File: src/shared/tmc_consts.vh
/*
 * Constants of the test-mode control block: register offsets, field
 * positions and reset values. Assumes inclusion by bare name.
 */
`ifndef TMC_CONSTS_VH
`define TMC_CONSTS_VH

`define TMC_ADDR_W 10
`define TMC_TEST_SEL_BIT 9
`define TMC_OFS_MASTER_TEST 10'h200
`define TMC_OFS_LINK_SELECT 10'h201
`define TMC_BIT_FLOAT_OUTPUTS 0
`define TMC_BIT_FLOAT_DATA 1
`define TMC_BIT_BOARD_TEST 2
`define TMC_BIT_DRIVE_BY_SEL 3
`define TMC_BIT_FACTORY_TEST 4
`define TMC_BIT_FACTORY_ANALOG 5
`define TMC_BIT_RESERVED 6
`define TMC_LINK_W 3
`define TMC_RST_MASTER 8'h00
`define TMC_RST_DOUT 8'h00

`endif

File: src/core/tmc_test_mode_control.v
/*
 * Test-mode control of an octal serial link multiplexer: the two test
 * registers reached on the parallel port when the test space address
 * line is high, tri-state control of outputs and data bus, and the
 * test-mode and link-under-test outputs to the rest of the chip.
 * Assumes all port pins are synchronous to ref_clk; a write is taken on
 * the cycle where chip select and write strobe first go low together.
 */
// Operation
// - All three strobes low together floats every digital output and the data bus.
// - Address line nine high steers accesses to the test register space.
// - Unused bits ignore writes; reads may return either value; software masks them.
// - Writable test bits stay uninitialised by reset unless stated otherwise.
// - Device reset clears master test register except both factory test bits.
// - Software reset bit leaves the master test register untouched.
// - Output float bit tri-states all outputs but data bus and scan out.
// - Data float bit floats the data bus; drive-by-select overrides it while either test mode is on.
// - Board test bit holds all internal blocks in test mode.
// - Drive-by-select with any test mode: chip select high drives the bus.
// - Factory test bit makes the port a vector port; ORed with board test.
// - Factory test bit clears on chip select high or a written zero.
// - Factory analog bit clears on chip select high with reset pin low, or zero written.
// - Link-under-test selector clears whenever chip select is high.
// - Writing zero to any test control bit clears that bit.
// - Selector picks the link under test while either test mode is on.
// - Reset pin leaves the selector unchanged; tester writes it before testing.
// - Boundary scan samples inputs and forces outputs except the serial pairs.
`timescale 1ns/1ps
`default_nettype none
`include "tmc_consts.vh"

module tmc_test_mode_control (
    // Clock and device reset
    input wire ref_clk,
    input wire sys_rst,
    // Microprocessor port
    input wire chip_select_n,
    input wire read_strobe_n,
    input wire write_strobe_n,
    input wire reset_pin_n,
    input wire [9:0] addr,
    input wire [7:0] data_in,
    output reg [7:0] data_out,
    output reg data_oe_n,
    // Pin tri-state and test controls to the chip
    output reg outputs_oe_n,
    output reg blocks_test_mode,
    output reg factory_port_mode,
    output reg factory_analog_mode,
    output reg [2:0] link_under_test,
    output reg link_test_valid
);

    // Master test register fields; the factory bits have no reset
    reg float_outputs;
    reg float_data_bus;
    reg board_test_enable;
    reg bus_drive_by_select;
    reg factory_test_enable;
    reg factory_analog_test;
    reg reserved_bit;
    reg [`TMC_LINK_W-1:0] link_sel;
    reg wr_d;

    wire test_space;
    wire wr_now;
    wire wr_edge;
    wire rd_now;
    wire all_low;
    wire any_test;
    wire hit_master;
    wire hit_link;
    reg next_data_oe_n;
    reg [7:0] next_rdata;

    // Test space is picked by address line nine alone
    assign test_space = addr[`TMC_TEST_SEL_BIT];
    assign hit_master = test_space && (addr == `TMC_OFS_MASTER_TEST);
    assign hit_link = test_space && (addr == `TMC_OFS_LINK_SELECT);
    assign all_low = !chip_select_n && !read_strobe_n && !write_strobe_n;
    assign wr_now = !chip_select_n && !write_strobe_n && read_strobe_n;
    assign wr_edge = wr_now && !wr_d;
    assign rd_now = !chip_select_n && !read_strobe_n && write_strobe_n;
    assign any_test = board_test_enable || factory_test_enable;

    // Strobe history, so a long write is taken only once
    always @(posedge ref_clk) begin
        if (sys_rst) begin
            wr_d <= 1'b0;
        end else begin
            wr_d <= wr_now;
        end
    end

    // Resettable master test bits; the software reset bit has no path here
    always @(posedge ref_clk) begin
        if (sys_rst) begin
            float_outputs <= 1'b0;
            float_data_bus <= 1'b0;
            board_test_enable <= 1'b0;
            bus_drive_by_select <= 1'b0;
            reserved_bit <= 1'b0;
        end else if (wr_edge && hit_master) begin
            float_outputs <= data_in[`TMC_BIT_FLOAT_OUTPUTS];
            float_data_bus <= data_in[`TMC_BIT_FLOAT_DATA];
            board_test_enable <= data_in[`TMC_BIT_BOARD_TEST];
            bus_drive_by_select <= data_in[`TMC_BIT_DRIVE_BY_SEL];
            reserved_bit <= data_in[`TMC_BIT_RESERVED];
        end
    end

    // Factory bits ignore device reset and clear from pin conditions instead
    always @(posedge ref_clk) begin
        if (chip_select_n) begin
            factory_test_enable <= 1'b0;
        end else if (wr_edge && hit_master) begin
            factory_test_enable <= data_in[`TMC_BIT_FACTORY_TEST];
        end
        if (chip_select_n && !reset_pin_n) begin
            factory_analog_test <= 1'b0;
        end else if (wr_edge && hit_master) begin
            factory_analog_test <= data_in[`TMC_BIT_FACTORY_ANALOG];
        end
    end

    // Selector: no reset at all, cleared by chip select high, written as one three-bit field
    // The reset pin has no path here, so testers must write it first
    always @(posedge ref_clk) begin
        if (chip_select_n) begin
            link_sel <= {`TMC_LINK_W{1'b0}};
        end else if (wr_edge && hit_link) begin
            link_sel <= data_in[`TMC_LINK_W-1:0];
        end
    end

    // Read data; write-only bits read as zero here, unused bits too
    always @* begin
        next_rdata = 8'h00;
        if (hit_master) begin
            next_rdata[`TMC_BIT_FLOAT_OUTPUTS] = float_outputs;
            next_rdata[`TMC_BIT_BOARD_TEST] = board_test_enable;
            next_rdata[`TMC_BIT_RESERVED] = reserved_bit;
        end else if (hit_link) begin
            next_rdata[`TMC_LINK_W-1:0] = link_sel;
        end
    end

    // Data bus enable, active low; strobe float beats everything
    always @* begin
        next_data_oe_n = 1'b1;
        if (all_low) begin
            next_data_oe_n = 1'b1;
        end else if (bus_drive_by_select && any_test) begin
            next_data_oe_n = !chip_select_n;
        end else if (float_data_bus) begin
            next_data_oe_n = 1'b1;
        end else begin
            next_data_oe_n = !(rd_now && test_space);
        end
    end

    // Registered outputs; the flop costs one cycle of read latency
    always @(posedge ref_clk) begin
        if (sys_rst) begin
            data_out <= `TMC_RST_DOUT;
            data_oe_n <= 1'b1;
            outputs_oe_n <= 1'b0;
            blocks_test_mode <= 1'b0;
            factory_port_mode <= 1'b0;
            factory_analog_mode <= 1'b0;
            link_under_test <= 3'h0;
            link_test_valid <= 1'b0;
        end else begin
            data_out <= next_rdata;
            data_oe_n <= next_data_oe_n;
            // Serial pairs have no enable here, so scan and float leave them alone
            outputs_oe_n <= all_low || float_outputs;
            blocks_test_mode <= any_test;
            factory_port_mode <= factory_test_enable;
            factory_analog_mode <= factory_analog_test;
            link_under_test <= link_sel;
            link_test_valid <= any_test;
        end
    end

endmodule // tmc_test_mode_control
`default_nettype wire

File: config.mk
export PLATFORM = sky130hd
export DESIGN_NAME = tmc_test_mode_control
export DESIGN_NICKNAME = d
export VERILOG_FILES = /design/src/core/tmc_test_mode_control.v
export VERILOG_INCLUDE_DIRS = /design/src /design/src/shared
export SDC_FILE = /design/constraint.sdc
export NUM_CORES = 1
export LEC_CHECK = 0
export BUFFER_PORTS_ARGS = -buffer_cell sky130_fd_sc_hd__buf_4
export CAP_MARGIN = 25
export CELL_PAD_IN_SITES_DETAIL_PLACEMENT = 1
export CELL_PAD_IN_SITES_GLOBAL_PLACEMENT = 1
export CORE_AREA = 2 2 57 59
export CTS_CLUSTER_DIAMETER = 40
export CTS_CLUSTER_SIZE = 12
export DETAILED_ROUTE_END_ITERATION = 8
export DIE_AREA = 0 0 59 61
export PLACE_DENSITY_LB_ADDON = 0.1
export SYNTH_ARGS = -nofsm -noshare
export SYNTH_HDL_FRONTEND = slang
export SYNTH_SLANG_ARGS = --single-unit
File: constraint.sdc
create_clock -name ref_clk -period 1.8 [get_ports ref_clk]
set_input_delay 0.09 -clock ref_clk [delete_from_list [all_inputs] [get_ports ref_clk]]
set_output_delay 0.09 -clock ref_clk [all_outputs]
set_load 0.01 [all_outputs]
==> results_dict.tcl <==
set metrics [dict create \
    status "finished clean" \
    clock_latency_ns 0.30 \
    cts.sinks 23 \
    arrival_ns 1.98 \
    r2r-end "bus_drive_by_select" \
    fmax_ghz 0.5754 \
    crit_start "addr[0]" \
    hp-class "primary input to flop" \
    finClkSkew_ns 0.001680 \
    drt-vias-per-instance 4.716 \
    finalCriticalPeriod_ns 1.738 \
    final_common_cell "buf_4" \
    crit_type "primary input to flop" \
    path_cells "dlygate4sd3_1 > buf_6 > or4_4 > nor4_4 > buf_4 > mux2i_1" \
    grt_usage 0.1248 \
    ff2ff_path_depth 4 \
    grt_pass1_vias 765 \
    vias 797 \
    crit_family "buffers and inverters" \
    cp.depth 6 \
    cap_violations 0 \
    antennaDiodeCount 0 \
    p_per_area_nw_per_um2 633.9 \
    hold_viol 0 \
    fin_area_um2 1323 \
    cts_buffer_depth 2 \
    power_leakage_nw 0.5351 \
    rrSetupSlack_ns 0.26 \
    gr-total-overflow 0 \
    grt_antenna_before_repair 0 \
    cts_buffers 3 \
    finalSetupViolCount 0 \
    path_max_fanout 6 \
    finalCritPeriodShare 0.9656 \
    post-cts-setup-buffers 0 \
    die_h_um 61 \
    synthCells 97 \
    post_route_cells_drive_above_1_share 0.3456 \
    route.detailed.drc 0 \
    ys_seq_area_frac 0.4706 \
    ys_types 22 \
    crit_path_end "bus_drive_by_select" \
    cp-start-kind "primary input" \
    ant_nets 0 \
    area_growth_pct 35.17 \
    yosys_warnings 0 \
    chipWidth_um 59 \
    grt_max_degree 21 \
    maxSlewViolCount 0 \
    htree_levels 1 \
    slowest_stage "dlygate4sd3_1" \
    first_pass_iters 4 \
    rows 20 \
    mostFrequentLayoutCells "buf_4 (37), dfxtp_1 (23), nand2b_1 (20)" \
    wire_per_inst_um 12.20 \
    setup_tns_ns 0 \
    hpwl_mm 1.600 \
    cp-end-kind "flop" \
    gp_congestion 0.7226 \
    worstReg2RegStart "wr_d" \
    syn_area_per_cell_um2 10.09 \
    grt_pass1_wl_mm 3.318 \
    drt_iter0_drc 10 \
    cp.required_ns 2.04 \
    numPortBuffers 35 \
    clk_pin_slew_ns 0.12 \
    fill_cells 345 \
    pin_count 41 \
    peakVddDrop_v 0.0002505 \
    cts_tree "yes" \
    cpPeakStageDelay_ns 0.55 \
    postPlaceCellArea_um2 1267 \
    grt_setup_unrepaired "false" \
    synth_seq_cells 23 \
    fin_nets 161 \
    path_buf_inv 3 \
    drt-total-wl_mm 2.061 \
    syn_area_um2 978.4 \
    dieArea_um2 3599 \
    core_um2 2953 \
    root_buffer "clkbuf_4" \
    initial_utilization 0.3314 \
]
[Yosys cell counts]
cell	instances	area, um^2
nor3b_1	1	7.510
nor3_1	1	5.000
a21o_1	1	7.510
nor2_1	8	30.03
dfxtp_1	23	460.4
or4b_4	1	13.76
nor4b_1	3	26.28
nor2b_1	5	31.28
or4_1	2	15.01
nor4_4	1	21.27
clkbuf_1	3	11.26
o21ai_0	1	5.000
or4b_2	1	10.01
nand3_1	2	10.01
o211ai_1	1	7.510
conb_1	1	3.750
nand2b_1	20	125.1
buf_4	5	37.54
nand2_1	3	11.26
nor4_1	1	6.260
mux2i_1	12	120.1
nor4_2	1	12.51
[registers in the layout, indices dropped and copies added (netlist names)]
signal               flops
bus_drive_by_select      1
factory_port_mode        1
link_test_valid          1
link_sel                 3
board_test_enable        1
link_under_test          3
float_data_bus           1
factory_analog_test      1
factory_test_enable      1
data_out                 4
wr_d                     1
outputs_oe_n             1
data_oe_n                1
reserved_bit             1
factory_analog_mode      1
float_outputs            1
[power breakdown]
part	leakage, nW	total (mW)	switching, mW	internal, mW
logic	0.332	0.0913	0.0388	0.0525
registers	0.185	0.511	0.000385	0.511
clock network	0.0177	0.236	0.153	0.0828
total	0.535	0.838	0.192	0.646
[what timing repair did]
action                                  4_1_cts  5_1_grt
resized for setup                             0        2
hold buffers                                  2        0
endpoints found under the setup margin        0        3
hold endpoints to repair                      2        0
[how the worst min path moves through the flow]
stage	start	endpoint	slack [ns]	cells past startpoint
6_report	data_in[5]	factory_analog_test	0.03	3
5_1_grt	data_in[5]	factory_analog_test	0.003	3
4_1_cts	data_in[5]	factory_analog_test	0.02	3
3_5_place_dp	write_strobe_n	wr_d	0.29	2
3_3_place_gp	write_strobe_n	wr_d	0.29	2
2_1_floorplan	addr[0]	data_out[6]	0.17	1
[kinds of logic after synthesis]
family | share of synthesized area
AO/OA/AOI/OAI | 0.02046
other | 0.003833
multiplexers | 0.1228
AND/OR/NAND/NOR | 0.3325
buffers and inverters | 0.04988
flip-flops | 0.4706
[metal layers]
metal,vias to the layer above,wire length [um],GRT usage
met4,0,15,0.06169
met2,29,933,0.2048
met5,-,0,0
met3,2,153,0.02985
met1,370,959,0.1538
li1,396,-,-
[final cells by class]
cell class,count,area [um^2],share of cell area
multi-input combinational,69,484.2,0.3661
tap,33,41.29,0.03122
sequential,23,460.4,0.3482
timing repair buffer,40,309.0,0.2337
clock buffer,3,22.52,0.01703
clock inverter,1,5.005,0.003784
[through the flow]
stage / hold WS (ns) / utilization / setup WS [ns] / power (mW) / std cells
4_1_cts: 0.01806 / 0.4453 / 0.008640 / 0.8510 / 169
3_3_place_gp: 0.2897 / 0.4292 / 0.2343 / 0.6078 / 163
6_report: 0.02618 / 0.4479 / 0.06201 / 0.8383 / 169
3_5_place_dp: 0.2874 / 0.4292 / 0.2115 / 0.6088 / 163
2_1_floorplan: 0.1661 / - / 0.1897 / 0.5640 / 100
5_1_grt: 0.002501 / 0.4479 / 0.001059 / 0.8909 / 169
[worst min-delay path: cells and delay by family]
family | cells | cell delay (ns)
and+or+nand+nor | 1 | 0.04
muxes | 1 | 0.06
buffers and inverters | 1 | 0.11
(Power assumes the default switching activity.)
